**src/logic/cma_defs.vh**
```
// constants, command codes and address map of the core memory addressing block
//
// Summary of operation
// - interrupt entry saves core registers; return restores them
// - return stack: sixteen 15-bit entries, own storage
// - stack overflow/underflow set flags; optional software reset
// - two 16-bit pointers reach data and program
// - pointer read of program memory adds one cycle
// - banked general RAM also reachable linearly
// - program counter is 15 bits, 32K words
// - 8192 words implemented; higher addresses wrap
// - reset starts at 0000h; interrupt vector 0004h
// - pointer high bit 7 selects program memory
// - program word read yields low eight bits
// - pointer writes into program memory do nothing
// - data memory is 32 banks of 128
// - bank: core, SFR, general RAM, common RAM; here 70h-7Fh is per bank, not shared
// - direct accesses use last written bank select
// - unimplemented data memory reads as zero
// - twelve core registers at each bank start
// - flag-updating instruction overrides status flag writes
// - timeout and powerdown flags ignore writes
// - clear of status gives 000u uluu
// - carry flags act as inverted borrows in subtraction (1 = no borrow)
// - nibble carry is carry out of bit 3
// - timeout flag set on power-up/watchdog clear/sleep
`ifndef CMA_DEFS_VH
`define CMA_DEFS_VH

// program space
`define CMA_PC_W          15
`define CMA_PM_AW         13
`define CMA_RESET_VEC     15'h0000
`define CMA_INT_VEC       15'h0004
`define CMA_STK_DEPTH     16
`define CMA_DM_AW         12

// core register indices within every bank
`define CMA_CR_IND0       7'h00
`define CMA_CR_IND1       7'h01
`define CMA_CR_PCL        7'h02
`define CMA_CR_STATUS     7'h03
`define CMA_CR_PTR0L      7'h04
`define CMA_CR_PTR0H      7'h05
`define CMA_CR_PTR1L      7'h06
`define CMA_CR_PTR1H      7'h07
`define CMA_CR_BANK       7'h08
`define CMA_CR_ACC        7'h09
`define CMA_CR_LATH       7'h0a
`define CMA_CR_INTC       7'h0b
`define CMA_CR_COUNT      7'h0c
`define CMA_GPR_BASE      7'h20
`define CMA_GPR_SIZE      7'h50
`define CMA_COMMON_BASE   7'h70

// pointer spaces
`define CMA_LIN_BASE      16'h2000
`define CMA_LIN_LAST      16'h29af
`define CMA_PTR_PM_BIT    15

// status bit positions and interrupt enable bit
`define CMA_ST_C          0
`define CMA_ST_DC         1
`define CMA_ST_Z          2
`define CMA_ST_PD         3
`define CMA_ST_TO         4
`define CMA_INTC_GIE      7

// sequencing commands
`define CMA_OP_NEXT       3'h0
`define CMA_OP_GOTO       3'h1
`define CMA_OP_CALL       3'h2
`define CMA_OP_RETURN     3'h3
`define CMA_OP_RETLIT     3'h4
`define CMA_OP_RETINT     3'h5
`define CMA_OP_RELBR      3'h6
`define CMA_OP_INTENT     3'h7

// wishbone register byte offsets
`define CMA_WB_CTRL       8'h00
`define CMA_WB_PWRCTL     8'h04
`define CMA_WB_PC         8'h08
`define CMA_WB_STATUS     8'h0c
`define CMA_WB_PTR0       8'h10
`define CMA_WB_PTR1       8'h14
`define CMA_WB_BANK       8'h18
`define CMA_WB_ACC        8'h1c
`define CMA_WB_STKCNT     8'h20
`define CMA_PWR_OVF       0
`define CMA_PWR_UNF       1

`endif

```
**src/logic/cma_core.v**
```verilog
// core memory addressing: program counter, return stack, pointers, banking, status
//
// Chosen here: the placing of the registers and the Wishbone register port.
`timescale 1ns/1ps
`default_nettype none
`include "cma_defs.vh"

module cma_core #(
	parameter PM_WORDS = 8192,			// implemented program words
	parameter STK_DEPTH = `CMA_STK_DEPTH	// return stack entries
) (
	input  wire        core_clk,
	input  wire        rst_n,
	// wishbone slave
	input  wire        wb_cyc_i,
	input  wire        wb_stb_i,
	input  wire        wb_we_i,
	input  wire [7:0]  wb_adr_i,
	input  wire [31:0] wb_dat_i,
	input  wire [3:0]  wb_sel_i,
	output reg  [31:0] wb_dat_o,
	output wire        wb_ack_o,
	// sequencing command from the decoder
	input  wire        op_valid,
	input  wire [2:0]  op_code,
	input  wire [10:0] op_target,
	input  wire [7:0]  op_literal,
	// file access from the decoder
	input  wire [6:0]  f_addr,
	input  wire        f_rd,
	input  wire        f_wr,
	input  wire [7:0]  f_wdata,
	input  wire [2:0]  f_flag_mask,
	input  wire [2:0]  f_flag_val,
	input  wire        alu_en,
	input  wire        alu_sub,
	output reg  [7:0]  f_rdata,
	output wire        f_busy,
	// reset status events
	input  wire        wdt_clear,
	input  wire        sleep_exec,
	input  wire        wdt_timeout,
	// memory arrays
	output wire [12:0] pm_addr,
	input  wire [13:0] pm_rdata,
	output wire [11:0] dm_addr,
	input  wire [7:0]  dm_rdata,
	output wire [7:0]  dm_wdata,
	output wire        dm_we,
	// state
	output wire [14:0] pc,
	output reg         soft_reset
);

	// =====================================================
	// state machine and storage
	localparam ST_RUN  = 2'b01;			// normal cycles
	localparam ST_PMRD = 2'b10;			// extra cycle for program read

	reg  [1:0]  state_ff;				// one-hot state
	reg  [14:0] pc_ff;				// program counter
	reg  [7:0]  acc_ff;				// accumulator
	reg  [4:0]  bank_ff;				// bank select
	reg  [6:0]  lath_ff;				// program counter latch high
	reg  [7:0]  intc_ff;				// interrupt control
	reg  [15:0] ptr0_ff;				// pointer 0
	reg  [15:0] ptr1_ff;				// pointer 1
	reg         to_ff;				// timeout flag
	reg         pd_ff;				// powerdown flag
	reg  [2:0]  flags_ff;				// z, nibble carry, carry
	reg  [4:0]  stk_cnt_ff;				// entries in use
	reg         ovf_ff;				// stack_overflow_flag
	reg         unf_ff;				// stack_underflow_flag
	reg         stk_rst_en_ff;			// stack fault resets core
	reg  [14:0] pm_ptr_ff;				// latched program read address
	reg         ack_ff;				// wishbone ack
	// shadow copies for interrupt context
	reg  [2:0]  sh_flags_ff;
	reg  [7:0]  sh_acc_ff;
	reg  [4:0]  sh_bank_ff;
	reg  [6:0]  sh_lath_ff;
	reg  [15:0] sh_ptr0_ff;
	reg  [15:0] sh_ptr1_ff;
	wire [14:0] stk_mem [0:STK_DEPTH-1];		// stack entries

	// =====================================================
	// indirect address mapping
	// returns {pm, core, valid, addr[11:0]}
	function [14:0] ind_map;
		input [15:0] p;
		reg   [12:0] lin;				// offset into the linear window
		reg   [12:0] lbank;				// bank that holds the byte
		reg   [12:0] lofs;				// byte within that bank's general ram
		begin
			lin   = p[12:0];			// window base has no bits below 13
			lbank = lin / 13'd80;
			lofs  = lin % 13'd80;
			ind_map = 15'h0000;
			if (p[`CMA_PTR_PM_BIT]) begin
				ind_map[14] = 1'b1;
			end else if (p[15:12] == 4'h0) begin	// traditional banked view
				ind_map = {1'b0, (p[6:0] < `CMA_CR_COUNT), 1'b1, p[11:0]};
			end else if (p >= `CMA_LIN_BASE && p <= `CMA_LIN_LAST) begin
				ind_map = {3'b001, lbank[4:0], `CMA_GPR_BASE + lofs[6:0]};
			end
		end
	endfunction

	// =====================================================
	// access decode
	wire        is_ind    = (f_addr == `CMA_CR_IND0) || (f_addr == `CMA_CR_IND1);
	wire [15:0] sel_ptr   = (f_addr == `CMA_CR_IND1) ? ptr1_ff : ptr0_ff;
	wire [14:0] imap      = ind_map(sel_ptr);
	wire        t_pm      = is_ind & imap[14];
	wire        t_core    = is_ind ? imap[13] : (f_addr < `CMA_CR_COUNT);
	wire        t_valid   = is_ind ? imap[12] : 1'b1;
	wire [11:0] t_addr    = is_ind ? imap[11:0] : {bank_ff, f_addr};
	wire [6:0]  t_idx     = t_addr[6:0];
	wire        run       = state_ff[0];
	wire        pm_req    = run & f_rd & t_pm;

	// alu with borrow semantics on subtract
	wire [7:0]  alu_b     = alu_sub ? ~acc_ff : acc_ff;
	wire [8:0]  alu_sum   = {1'b0, f_wdata} + {1'b0, alu_b} + {8'h00, alu_sub};
	wire [4:0]  alu_nib   = {1'b0, f_wdata[3:0]} + {1'b0, alu_b[3:0]} + {4'h0, alu_sub};
	wire [2:0]  alu_flags = {(alu_sum[7:0] == 8'h00), alu_nib[4], alu_sum[8]};
	wire [2:0]  upd_mask  = alu_en ? 3'b111 : f_flag_mask;
	wire [2:0]  upd_val   = alu_en ? alu_flags : f_flag_val;
	wire [7:0]  wr_val    = alu_en ? alu_sum[7:0] : f_wdata;

	wire        core_wr   = run & f_wr & t_core & t_valid & ~t_pm;
	wire [14:0] pc_inc    = pc_ff + 15'h0001;
	wire        push      = run & op_valid & ((op_code == `CMA_OP_CALL) | (op_code == `CMA_OP_INTENT));
	wire        pop       = run & op_valid & ((op_code == `CMA_OP_RETURN) | (op_code == `CMA_OP_RETLIT) |
				(op_code == `CMA_OP_RETINT));
	wire        stk_full  = (stk_cnt_ff == STK_DEPTH);
	wire        stk_empty = (stk_cnt_ff == 5'h00);
	wire        ovf_evt   = push & stk_full;
	wire        unf_evt   = pop & stk_empty;
	wire [14:0] stk_top   = stk_empty ? `CMA_RESET_VEC : stk_mem[stk_cnt_ff[3:0] - 4'h1];
	wire        wb_req    = wb_cyc_i & wb_stb_i & ~ack_ff;
	wire        wb_wr     = wb_cyc_i & wb_stb_i & ack_ff & wb_we_i & wb_sel_i[0];	// lands at the ack edge
	wire [7:0]  status_rd = {3'b000, to_ff, pd_ff, flags_ff};

	assign f_busy   = pm_req;
	assign pc       = pc_ff;
	assign pm_addr  = state_ff[1] ? pm_ptr_ff[12:0] : pc_ff[12:0];
	assign dm_addr  = t_addr;
	assign dm_wdata = wr_val;
	assign dm_we    = run & f_wr & ~t_core & t_valid & ~t_pm;
	assign wb_ack_o = ack_ff;

	// =====================================================
	// return stack entries
	genvar gi;
	generate
		for (gi = 0; gi < STK_DEPTH; gi = gi + 1) begin : g_stk
			reg [14:0] ent_ff;			// one stored return address
			always @(posedge core_clk) begin
				if (!rst_n) begin
					ent_ff <= 15'h0000;
				end else if (push && !stk_full && stk_cnt_ff == gi) begin
					ent_ff <= (op_code == `CMA_OP_INTENT) ? pc_ff : pc_inc;
				end
			end
			assign stk_mem[gi] = ent_ff;
		end
	endgenerate

	// =====================================================
	// sequencing: state, program counter, stack depth
	always @(posedge core_clk) begin
		if (!rst_n || soft_reset) begin
			state_ff   <= ST_RUN;
			pc_ff      <= `CMA_RESET_VEC;
			stk_cnt_ff <= 5'h00;
			pm_ptr_ff  <= 15'h0000;
		end else if (state_ff[1]) begin		// fetch completes
			state_ff <= ST_RUN;
		end else if (pm_req) begin		// stall one cycle
			state_ff  <= ST_PMRD;
			pm_ptr_ff <= sel_ptr[14:0];
		end else begin
			state_ff <= ST_RUN;
			if (push && !stk_full) begin
				stk_cnt_ff <= stk_cnt_ff + 5'h01;
			end
			if (pop && !stk_empty) begin
				stk_cnt_ff <= stk_cnt_ff - 5'h01;
			end
			if (core_wr && t_idx == `CMA_CR_PCL) begin	// computed jump
				pc_ff <= {lath_ff, wr_val};
			end else if (op_valid) begin
				case (op_code)
					`CMA_OP_GOTO, `CMA_OP_CALL: begin
						pc_ff <= {lath_ff[6:3], op_target};
					end
					`CMA_OP_RETURN, `CMA_OP_RETLIT, `CMA_OP_RETINT: begin
						pc_ff <= stk_top;
					end
					`CMA_OP_RELBR: begin
						pc_ff <= pc_inc + {7'h00, acc_ff};
					end
					`CMA_OP_INTENT: begin
						pc_ff <= `CMA_INT_VEC;
					end
					default: begin
						pc_ff <= pc_inc;
					end
				endcase
			end
		end
	end

	// =====================================================
	// core registers, shadows and status
	always @(posedge core_clk) begin
		if (!rst_n || soft_reset) begin
			acc_ff      <= 8'h00;
			bank_ff     <= 5'h00;
			lath_ff     <= 7'h00;
			intc_ff     <= 8'h00;
			ptr0_ff     <= 16'h0000;
			ptr1_ff     <= 16'h0000;
			flags_ff    <= 3'h0;
			sh_flags_ff <= 3'h0;
			sh_acc_ff   <= 8'h00;
			sh_bank_ff  <= 5'h00;
			sh_lath_ff  <= 7'h00;
			sh_ptr0_ff  <= 16'h0000;
			sh_ptr1_ff  <= 16'h0000;
		end else if (run) begin
			// direct writes into core registers
			if (core_wr) begin
				case (t_idx)
					`CMA_CR_STATUS: flags_ff <= wr_val[2:0];
					`CMA_CR_PTR0L:  ptr0_ff[7:0] <= wr_val;
					`CMA_CR_PTR0H:  ptr0_ff[15:8] <= wr_val;
					`CMA_CR_PTR1L:  ptr1_ff[7:0] <= wr_val;
					`CMA_CR_PTR1H:  ptr1_ff[15:8] <= wr_val;
					`CMA_CR_BANK:   bank_ff <= wr_val[4:0];
					`CMA_CR_ACC:    acc_ff <= wr_val;
					`CMA_CR_LATH:   lath_ff <= wr_val[6:0];
					`CMA_CR_INTC:   intc_ff <= wr_val;
					default:        acc_ff <= acc_ff;
				endcase
			end
			// a flag-updating op locks all three flags against a status write
			if (|upd_mask) begin
				flags_ff <= (upd_mask & upd_val) | (~upd_mask & flags_ff);
			end
			if (op_valid && op_code == `CMA_OP_RETLIT) begin
				acc_ff <= op_literal;
			end
			if (op_valid && op_code == `CMA_OP_INTENT) begin
				sh_flags_ff <= flags_ff;
				sh_acc_ff   <= acc_ff;
				sh_bank_ff  <= bank_ff;
				sh_lath_ff  <= lath_ff;
				sh_ptr0_ff  <= ptr0_ff;
				sh_ptr1_ff  <= ptr1_ff;
				intc_ff[`CMA_INTC_GIE] <= 1'b0;
			end
			if (op_valid && op_code == `CMA_OP_RETINT) begin
				flags_ff <= sh_flags_ff;
				acc_ff   <= sh_acc_ff;
				bank_ff  <= sh_bank_ff;
				lath_ff  <= sh_lath_ff;
				ptr0_ff  <= sh_ptr0_ff;
				ptr1_ff  <= sh_ptr1_ff;
				intc_ff[`CMA_INTC_GIE] <= 1'b1;
			end
		end
	end

	// =====================================================
	// timeout and powerdown flags: events only, never written
	always @(posedge core_clk) begin
		if (!rst_n) begin
			to_ff <= 1'b1;
			pd_ff <= 1'b1;
		end else if (wdt_timeout) begin
			to_ff <= 1'b0;
		end else if (sleep_exec) begin
			to_ff <= 1'b1;
			pd_ff <= 1'b0;
		end else if (wdt_clear) begin
			to_ff <= 1'b1;
			pd_ff <= 1'b1;
		end
	end

	// =====================================================
	// file read data
	always @(posedge core_clk) begin
		if (!rst_n) begin
			f_rdata <= 8'h00;
		end else if (state_ff[1]) begin
			f_rdata <= pm_rdata[7:0];
		end else if (run && f_rd && !t_pm) begin
			if (!t_valid) begin
				f_rdata <= 8'h00;
			end else if (t_core) begin
				case (t_idx)
					`CMA_CR_PCL:    f_rdata <= pc_ff[7:0];
					`CMA_CR_STATUS: f_rdata <= status_rd;
					`CMA_CR_PTR0L:  f_rdata <= ptr0_ff[7:0];
					`CMA_CR_PTR0H:  f_rdata <= ptr0_ff[15:8];
					`CMA_CR_PTR1L:  f_rdata <= ptr1_ff[7:0];
					`CMA_CR_PTR1H:  f_rdata <= ptr1_ff[15:8];
					`CMA_CR_BANK:   f_rdata <= {3'b000, bank_ff};
					`CMA_CR_ACC:    f_rdata <= acc_ff;
					`CMA_CR_LATH:   f_rdata <= {1'b0, lath_ff};
					`CMA_CR_INTC:   f_rdata <= intc_ff;
					default:        f_rdata <= 8'h00;	// pointer through pointer
				endcase
			end else begin
				f_rdata <= dm_rdata;
			end
		end
	end

	// =====================================================
	// stack faults, software reset, power control flags
	always @(posedge core_clk) begin
		if (!rst_n) begin
			ovf_ff        <= 1'b0;
			unf_ff        <= 1'b0;
			stk_rst_en_ff <= 1'b0;
			soft_reset    <= 1'b0;
		end else begin
			soft_reset <= stk_rst_en_ff & (ovf_evt | unf_evt);
			if (wb_wr && wb_adr_i == `CMA_WB_CTRL) begin
				stk_rst_en_ff <= wb_dat_i[0];
			end
			// write one clears; a new event in that cycle wins
			ovf_ff <= ovf_evt | (ovf_ff & ~(wb_wr && wb_adr_i == `CMA_WB_PWRCTL && wb_dat_i[`CMA_PWR_OVF]));
			unf_ff <= unf_evt | (unf_ff & ~(wb_wr && wb_adr_i == `CMA_WB_PWRCTL && wb_dat_i[`CMA_PWR_UNF]));
		end
	end

	// =====================================================
	// wishbone slave: one wait state, unmapped reads zero
	always @(posedge core_clk) begin
		if (!rst_n) begin
			ack_ff   <= 1'b0;
			wb_dat_o <= 32'h00000000;
		end else begin
			ack_ff <= wb_req;
			if (wb_req) begin
				case (wb_adr_i)
					`CMA_WB_CTRL:   wb_dat_o <= {31'h00000000, stk_rst_en_ff};
					`CMA_WB_PWRCTL: wb_dat_o <= {30'h00000000, unf_ff, ovf_ff};
					`CMA_WB_PC:     wb_dat_o <= {17'h00000, pc_ff};
					`CMA_WB_STATUS: wb_dat_o <= {24'h000000, status_rd};
					`CMA_WB_PTR0:   wb_dat_o <= {16'h0000, ptr0_ff};
					`CMA_WB_PTR1:   wb_dat_o <= {16'h0000, ptr1_ff};
					`CMA_WB_BANK:   wb_dat_o <= {27'h0000000, bank_ff};
					`CMA_WB_ACC:    wb_dat_o <= {24'h000000, acc_ff};
					`CMA_WB_STKCNT: wb_dat_o <= {27'h0000000, stk_cnt_ff};
					default:        wb_dat_o <= 32'h00000000;
				endcase
			end
		end
	end

endmodule
`default_nettype wire

```
**config.mk**
```make
export PLATFORM = sky130hd
export DESIGN_NAME = cma_core
export DESIGN_NICKNAME = d
export VERILOG_FILES = /design/src/logic/cma_core.v
export VERILOG_INCLUDE_DIRS = /design/src /design/src/logic
export SDC_FILE = /design/constraint.sdc
export NUM_CORES = 1
export LEC_CHECK = 0
export BUFFER_PORTS_ARGS = -buffer_cell sky130_fd_sc_hd__buf_2
export CAP_MARGIN = 20
export CORE_MARGIN = 2
export CORE_UTILIZATION = 60
export CTS_CLUSTER_SIZE = 25
export DETAILED_ROUTE_END_ITERATION = 10
export PLACE_DENSITY = 0.83
export SLEW_MARGIN = 10
export SYNTH_ARGS = -nofsm -noshare
export SYNTH_HDL_FRONTEND = slang
export SYNTH_SLANG_ARGS = --single-unit
```
**constraint.sdc**
```tcl
create_clock -name core_clk -period 8.6 [get_ports core_clk]
set_input_delay 1.72 -clock core_clk [delete_from_list [all_inputs] [get_ports core_clk]]
set_output_delay 1.72 -clock core_clk [all_outputs]
set_load 0.02 [all_outputs]
```
Word-level counts from Yosys, hierarchy flattened
Index checks and enable logic that the tools add are counted.
Storage, ports and cells
  flip-flop bits (word level): 440
  bits of input ports: 122
  logic and storage cells: 284
Cells by class
  add/subtract/negate cells: 10
  div/mod/pow operators: 2
  $lt $le $gt $ge: 5
  equality and inequality tests: 42
  mux-type cells: 60
  bitwise operators: 43
  reduce and logical (&&, ||, !) cells: 77
Operators by type and width (number)
  case mux 16 bit (9 select lines): 1
  two-way mux 8 bit: 16
  two-way mux 15 bit: 6
  two-way mux 16 bit: 5
  case mux 8 bit (10 select lines): 1
  binary-select mux 15 bit (select 4 bit): 1
  case mux 15 bit (4 select lines): 1
  equality test 5 x 4 -> 1 bit, second input constant: 8
  AND reduction 3 bit: 12
  equality test 8 x 5 -> 1 bit, second input constant: 4
  logical AND 1 bit: 29
  equality test 7 x 3 -> 1 bit, second input constant: 4
  equality test 7 x 4 -> 1 bit, second input constant: 4
  two-way mux 14 bit: 2
  two-way mux 13 bit: 2
  two-way mux 5 bit: 5
  AND 1 bit: 23
  nonzero test 2 bit: 11
  two-way mux 7 bit: 3
  nonzero test 3 bit: 7
  equality test 5 x 3 -> 1 bit, second input constant: 4
  two-way mux 3 bit: 6
  equality test 8 x 4 -> 1 bit, second input constant: 2
  greater-or-equal comparator 16 x 14 -> 1 bit, second input constant: 1
  44 further kinds: 81

Logic depth before layout (Yosys ltp)
Gate-level depths: netlist of the first run.
  depth after elaboration: 14
  gate-level depth with buffers: 22
  depth with buffers taken out: 17

Worst setup path before layout of the first run
OpenSTA, ideal clock, no wires.
  path type: input port to output port
  from: input port f_addr[6]
  to: output port dm_addr[4]
  arrival: 5887 ps
  required time: 6880 ps
  slack: 993 ps
  stages on the path: 14
  buffers on the path: 1
  path through: or3_1 -> buf_2 -> nor3_4 -> mux2_2 -> a2111oi_2 -> nand3_1 -> nand3_1 -> nor2_2 -> a311oi_4 -> nand2_1 -> o32ai_1 -> nor4_4 -> and3_1 -> o31ai_1
Between the ends
  cells in the longest elaborated chain, start to end: 8
  elaborated cells on any way between the ends: 14
Ends and longest elaborated chain
  from (decl): line cma_core.v:29  | input wire [6:0] f_addr,
  equality test 7 x 1 -> 1 bit (no source line)
  two-way mux 16 bit: line cma_core.v:112  | wire [15:0] sel_ptr = (f_addr == `CMA_CR_IND1) ? ptr1_ff : ptr0_ff;
  modulo 13 x 7 -> 13 bit (tied with other cells): line cma_core.v:97  | lofs = lin % 13'd80;
  adder 6 x 7 -> 7 bit (no source line) or logical AND 1 bit (tied branches)
  two-way mux 13 bit: line cma_core.v:103  | end else if (p >= `CMA_LIN_BASE && p <= `CMA_LIN_LAST) begin
  two-way mux 14 bit: line cma_core.v:101  | end else if (p[15:12] == 4'h0) begin
  two-way mux 14 bit: line cma_core.v:99  | if (p[`CMA_PTR_PM_BIT]) begin
  two-way mux 12 bit (*): line cma_core.v:117  | wire [11:0] t_addr = is_ind ? imap[11:0] : {bank_ff, f_addr};
  to (decl): line cma_core.v:46  | output wire [11:0] dm_addr,
Mark *: on every way between the ends. The rest lies on a longest branch, timed or not.

Worst setup path in the final report of the first run
  from: input port f_addr[6]
  to: output port dm_addr[5]
Same word-level chain as after synthesis.

==> results of run 1 <==
[cell usage in the layout, fill, tap and decap left out, types with 30 or more instances in the layout]
cell type,Yosys,layout
sky130_fd_sc_hd__clkbuf_16,0,46
sky130_fd_sc_hd__nor2b_1,33,32
sky130_fd_sc_hd__nor2_1,147,144
sky130_fd_sc_hd__nand2_1,592,592
sky130_fd_sc_hd__nor3_1,44,42
sky130_fd_sc_hd__a21oi_1,154,154
sky130_fd_sc_hd__dfxtp_1,424,423
sky130_fd_sc_hd__o211a_1,240,240
sky130_fd_sc_hd__a211oi_1,39,39
sky130_fd_sc_hd__buf_4,17,69
sky130_fd_sc_hd__buf_2,6,157
sky130_fd_sc_hd__o21ai_0,82,82
sky130_fd_sc_hd__xnor2_1,31,30
sky130_fd_sc_hd__inv_1,41,41
sky130_fd_sc_hd__mux2i_1,73,73
sky130_fd_sc_hd__nand3_1,76,75
sky130_fd_sc_hd__mux4_2,60,60
[sequential cells by signal, summed over array words and instances (netlist names), 13 cells and up, named ones only]
register and cells:
sh_ptr1_ff 16, ptr1_ff 16, g_stk.ent_ff 240, sh_ptr0_ff 16
pc 15, pm_ptr_ff 13, wb_dat_o 16, ptr0_ff 16
[through the flow]
stage | cells | hold slack, ps
floorplan | 2786 | 432.1
global placement | 3259 | 438.5
detailed placement | 3262 | 444.2
CTS | 3345 | 452.2
global route | 3350 | 465.1
finish | 3351 | 451.4
[power by group through the flow]
stage	Combinational, mW	Clock, mW	Sequential, mW
after floorplan	0.448	0	2.07
after global placement	0.641	0	2.09
after detailed placement	0.653	0	2.09
after CTS	0.658	2.10	2.05
after global routing	0.719	2.17	2.05
final	0.678	2.08	2.05
[layer usage]
layer,global-route usage,part of all wire
met4,0.2542,0.068
met5,0,0.00020
met3,0.07949,0.10
met2,0.6282,0.46
met1,0.4740,0.37
[cells by family after synthesis]
| family | share of synthesized area |
|---|---|
| AOI/OAI and AO/OA | 0.2521 |
| xor gates and xnor gates | 0.02420 |
| adders and majority gates | 0.01429 |
| buffers and inverters | 0.05299 |
| DFF | 0.3617 |
| muxes | 0.09847 |
| other | 0.0001598 |
| and+or+nand+nor | 0.1961 |
[worst max path at each step]
stage                     cells past startpoint  startpoint          to
after floorplan                              14   f_addr[6]  dm_addr[4]
after global placement                       16   f_addr[6]  dm_addr[5]
after detailed placement                     16   f_addr[1]  dm_addr[5]
after CTS                                    16   f_addr[1]  dm_addr[5]
after global routing                         17   f_addr[6]  dm_addr[5]
final                                        16   f_addr[6]  dm_addr[5]
[layout make-up]
cell class	instances	area, sq um
diodes	1	2.502
clock buffers	64	1359
clock inverters	19	235.2
fillers	3077	12530
inverters	42	157.7
multi-input cells	2054	13880
flip-flops and latches	424	8492
well taps	518	648.1
repair buffers	229	1345
[worst max-delay path, stage by stage]
cell and delay (ps):
sky130_fd_sc_hd__buf_2 110, sky130_fd_sc_hd__or3_1 520, sky130_fd_sc_hd__nor3_4 610, sky130_fd_sc_hd__mux2_2 440, sky130_fd_sc_hd__a211oi_2 370, sky130_fd_sc_hd__a221o_1 240
sky130_fd_sc_hd__nand3_1 210, sky130_fd_sc_hd__o211a_1 330, sky130_fd_sc_hd__or4_1 590, sky130_fd_sc_hd__nand4_1 170, sky130_fd_sc_hd__o21ai_1 120, sky130_fd_sc_hd__or2_0 250
sky130_fd_sc_hd__a211o_1 290, sky130_fd_sc_hd__a211o_1 330, sky130_fd_sc_hd__nand3b_1 110, sky130_fd_sc_hd__buf_2 170
==> impl_metrics.toml, run 1 <==
[pwr]
netSwitchingFraction = 0.2858
vdd.ir_drop.worst_v = 0.0002684
seq_power_share = 0.426
combPwrFrac = 0.141
power.switching_mw = 1.376
p_clk_frac = 0.433
overall_power_of_the_completed_layout_mw = 4.817
cellPowerDensity_nw_per_um2 = 184.4
total_leakage_power_nw = 12.35
cell_internal_pwr_mw = 3.440

[routing]
drt-pass1-iter-count = 6
vias_per_cell = 6.777
totalWireLength_um = 81120
route.detailed.drc = 0
routed_wire_length_per_instance_um = 24.21
dr_total_vias = 22710
final_antenna_net_count = 0
drt_iter0_markers = 2953

[status]
status = "completed"

[logic_synthesis]
postSynth.asyncResetShare = 0
ys_top_cells_by_area = "sky130_fd_sc_hd__dfxtp_1, sky130_fd_sc_hd__o211a_1, sky130_fd_sc_hd__nand2_1"
yosysMostFrequentCell = "sky130_fd_sc_hd__nand2_1"
netlist_area_sq_um = 23470
synth_cell_type_count = 98
post_synth_most_frequent_cells = "sky130_fd_sc_hd__nand2_1, sky130_fd_sc_hd__dfxtp_1, sky130_fd_sc_hd__o211a_1"
yosysSeqAreaShare = 0.3617
synthDominantCellAreaShare = 0.3617
synth_flop_cell = "sky130_fd_sc_hd__dfxtp_1"
synth.ff_latch_count = 424
yosys_warnings = 0
synth_enable_flop_cells = 0
post-synth-top-area-cell = "sky130_fd_sc_hd__dfxtp_1"
synth.avg_cell_area_sq_um = 8.469
syn-instance-count = 2771

[global_routing]
remaining_overflow_grt = 0
grt_usage = 0.3891
grt_pass1_vias = 22019
grt_first_pass_wirelength_um = 124300
grt_max_degree = 116
grt_antenna_before_repair = 1

[place]
finalWeightedCongestion = 0.9763
worst_setup_slack_before_clock_tree_synthesis_ps = 370.7
detail_placement_hpwl_um = 53730
placedInstanceArea_sq_um = 24450
buffer_ports.inserted = 158

[sta]
maxSlewHeadroom = 0.1563
clock-skew-final_ps = 25.94
totalNegativeSetupSlack_ps = 0
timing_worst_slew_pin_value_ps = 1263
final_hold_viol_count = 0
setup-violations-final = 0
grt_setup_unrepaired = "no"
final_period_minus_worst_setup_slack_ps = 8309
fin_crit_sh = 0.9662
drv_slew = 0
fin_ws_ps = 290.6
max_freq_mhz = 120.3

[worst_setup_path]
rr_endpoint = "ptr1_ff[10]"
reg2reg_from = "ptr1_ff[3]"
cp_data_required_time_ps = 6880
timing.critical_path.arrival_ps = 6590
setup.worst_path.end_class = "output port"
highest_net_fanout_along_the_worst_path = 12
critical_path_class = "primary input to output port"
regToRegSetupSlack_ps = 2450
timing.critical_path.from_type = "primary input"
rr_worst_depth = 17

[floorplanning]
core_sq_um = 38650
initial_core_util = 0.6073
chipWidth_um = 201.8
num_rows = 72
die-height_um = 201.8
die_ar_sq_um = 40710
io-pin-count = 214

[clocking]
holdBufCountCts = 0
clock_insertion_delay_worst_skew_ps = 610
ctsHtreeMaxLevel = 2
ctsLongestPathBuffers = 3
clock_sinks = 424
total_clock_buffers_created_by_cts = 45
clockRootBuffer = "sky130_fd_sc_hd__clkbuf_16"
post_cts.repair.setup_buffers = 0
clock_tree_from_tritoncts = "yes"
post_cts_resized = 0
cts.clk_slew.worst_paths_ps = 60

[worst_hold_path]
hold_path_depth = 2
hp-class = "flop to flop"
hold_end = "sh_lath_ff[6]"
hold_path_startpoint = "sh_lath_ff[6]"

[layout]
synthToLayoutAreaGrowth_pct = 11.28
final_layout_size_suffix_gt1_frac = 0.1547
post-route-util = 0.6758
finalInstanceArea_sq_um = 26120
layout.nets = 2942

[job]
max_cap_viol_count = 0
No activity file was read; power rests on OpenSTA's default activity.
==> inputs of run 2 (changes only) <==
--- a/config.mk
+++ b/config.mk
@@ -9,10 +9,10 @@
 export BUFFER_PORTS_ARGS = -buffer_cell sky130_fd_sc_hd__buf_2
 export CAP_MARGIN = 20
 export CORE_MARGIN = 2
-export CORE_UTILIZATION = 60
+export CORE_UTILIZATION = 55
 export CTS_CLUSTER_SIZE = 25
 export DETAILED_ROUTE_END_ITERATION = 10
-export PLACE_DENSITY = 0.83
+export PLACE_DENSITY = 0.81
 export SLEW_MARGIN = 10
 export SYNTH_ARGS = -nofsm -noshare
 export SYNTH_HDL_FRONTEND = slang
==> constraint.sdc (replaced) <==
create_clock -name core_clk -period 7.4 [get_ports core_clk]
set_input_delay 1.48 -clock core_clk [delete_from_list [all_inputs] [get_ports core_clk]]
set_output_delay 1.48 -clock core_clk [all_outputs]
set_load 0.02 [all_outputs]
==> run 2 against run 1 <==
Effect of this change: the run now ends with DRC left; sequential power up 17%; clock skew shrank 7.9 ps; design area increased by 1.3%; setup slack got worse by 150 ps; final cell count is 1.5% higher; power up 17%; global-route usage is 2.5 points lower; via count decreased by 0.53%; critical path type unchanged.
==> impl_metrics.toml, run 2 (synthesis gave the netlist of run 1 again) <==
[clocking]
clock_sinks = 424
clock_insertion_delay_worst_skew_ps = 590
total_clock_buffers_created_by_cts = 45
cts.clk_slew.worst_paths_ps = 60
ctsLongestPathBuffers = 3
clock_tree_from_tritoncts = "yes"
ctsHtreeMaxLevel = 2
clockRootBuffer = "sky130_fd_sc_hd__clkbuf_16"
holdBufCountCts = 0

[layout]
filler_cell_count = 3457
synthToLayoutAreaGrowth_pct = 12.73
final_layout_size_suffix_gt1_frac = 0.1662
regArea_sq_um = 8492
layout.cells.most_common = "sky130_fd_sc_hd__nand2_1"
post-route-util = 0.6293
largest_register_ffs = 240
layout.nets = 2970
largest_register = "g_stk.ent_ff"
multi_input_area_sq_um = 13950
layout.cells.most_common_list = "sky130_fd_sc_hd__nand2_1, sky130_fd_sc_hd__dfxtp_1, sky130_fd_sc_hd__o211a_1"

[pwr]
vdd.ir_drop.worst_v = 0.0002067
power.switching_mw = 1.574
overall_power_of_the_completed_layout_mw = 5.656
seq_power_share = 0.423
combPwrFrac = 0.141
cell_internal_pwr_mw = 4.082
total_leakage_power_nw = 12.52
cellPowerDensity_nw_per_um2 = 213.8
netSwitchingFraction = 0.2783
p_clk_frac = 0.436

[routing]
drt_iter0_markers = 2749
dr_total_vias = 22589
drt-pass1-iter-count = 11
routed_wire_length_per_instance_um = 24.26
final_antenna_net_count = 0
route.detailed.drc = 1
vias_per_cell = 6.640
totalWireLength_um = 82520

[worst_setup_path]
timing.critical_path.arrival_ps = 5780
setup.worst_path.end_class = "output port"
regToRegSetupSlack_ps = 1280
reg2reg_from = "ptr1_ff[3]"
crit_start = "f_addr[1]"
highest_net_fanout_along_the_worst_path = 7
timing.critical_path.from_type = "primary input"
rr_worst_depth = 18
cp_data_required_time_ps = 5920
critical_path_class = "primary input to output port"
rr_endpoint = "ptr1_ff[10]"

[job]
max_cap_viol_count = 0

[place]
buffer_ports.inserted = 158
finalWeightedCongestion = 1.010
detail_placement_hpwl_um = 55700

[worst_hold_path]
hold_end = "sh_lath_ff[5]"
hold_path_startpoint = "sh_lath_ff[5]"
hp-class = "flop to flop"
hold_path_depth = 2

[status]
failed_checks = "DRC"
status = "complete, but fails checks"

[floorplanning]
die-height_um = 210.6
chipWidth_um = 210.6
num_rows = 75
core_sq_um = 42040
initial_core_util = 0.5582
io-pin-count = 214
die_ar_sq_um = 44340

[sta]
drv_slew = 0
setup-violations-final = 0
final_hold_viol_count = 0
clock-skew-final_ps = 18.08
timing_worst_slew_pin_value_ps = 1030
maxSlewHeadroom = 0.3124
max_freq_mhz = 137.8
final_period_minus_worst_setup_slack_ps = 7259
fin_crit_sh = 0.9810

[global_routing]
grt_pass1_vias = 21614
grt_usage = 0.3637
grt_antenna_before_repair = 6
grt_max_degree = 105
grt_first_pass_wirelength_um = 125100
remaining_overflow_grt = 0
## run 2: worst max-delay path, stage by stage
cell and delay [ps]:
sky130_fd_sc_hd__buf_2 120, sky130_fd_sc_hd__or3_4 410, sky130_fd_sc_hd__nor3_4 280, sky130_fd_sc_hd__buf_4 170, sky130_fd_sc_hd__mux2_2 380, sky130_fd_sc_hd__a211oi_4 370, sky130_fd_sc_hd__a21oi_2 100, sky130_fd_sc_hd__o22a_2 310
sky130_fd_sc_hd__and3_4 200, sky130_fd_sc_hd__or4_4 550, sky130_fd_sc_hd__buf_4 180, sky130_fd_sc_hd__a32oi_2 200, sky130_fd_sc_hd__nand4_2 120, sky130_fd_sc_hd__nor4_4 380, sky130_fd_sc_hd__a21oi_2 130, sky130_fd_sc_hd__o31ai_1 200
sky130_fd_sc_hd__buf_2 200
## run 2: repair_timing
item	4_1_cts	5_1_grt
buffers inserted	0	7
gates resized for setup	0	11
endpoints found under the setup margin	0	4
## run 2: how the worst max path moves through the flow
stage and to:
3_3_place_gp dm_addr[4], 3_5_place_dp dm_addr[4], 6_report dm_addr[4], 5_1_grt dm_addr[5], 4_1_cts dm_addr[4], 2_1_floorplan dm_addr[4]
## run 2: routing by layer
| metal | share of wire | GRT usage | up-vias |
|---|---|---|---|
| li1 | - | - | 10121 |
| met1 | 0.37 | 0.4425 | 10828 |
| met2 | 0.46 | 0.5944 | 1315 |
| met3 | 0.096 | 0.06838 | 321 |
| met4 | 0.068 | 0.2309 | 4 |
| met5 | 0.00034 | 0 | - |
## run 2: power by group through the flow
stage	combinational (mW)	clock (mW)	sequential [mW]
6_report	0.800	2.46	2.39
5_1_grt	0.845	2.57	2.39
4_1_cts	0.771	2.48	2.39
3_5_place_dp	0.767	0	2.44
3_3_place_gp	0.753	0	2.44
2_1_floorplan	0.520	0	2.40
## run 2: cell type report
| cell class | instances | area share |
|---|---|---|
| diodes | 5 | 0.0004729 |
| clock buffers | 62 | 0.05188 |
| clock inverters | 19 | 0.009412 |
| inverters | 42 | 0.005959 |
| multi-input cells | 2054 | 0.5273 |
| flip-flops and latches | 424 | 0.3210 |
| well taps | 539 | 0.02549 |
| repair buffers | 257 | 0.05850 |
## run 2: through the flow
stage                     area, sq um  setup TNS (ps)  hold slack, ps  std cells  worst slack [ps]
final                           26460               0           451.8       3402             140.9
after global routing            26450          -50.48           467.1       3400            -30.76
after detailed placement        24640               0           443.6       3304             72.56
after global placement          24620               0           438.2       3301             166.3
after CTS                       26270               0           451.7       3385             71.92
after floorplan                 23530               0           432.1       2786             273.4
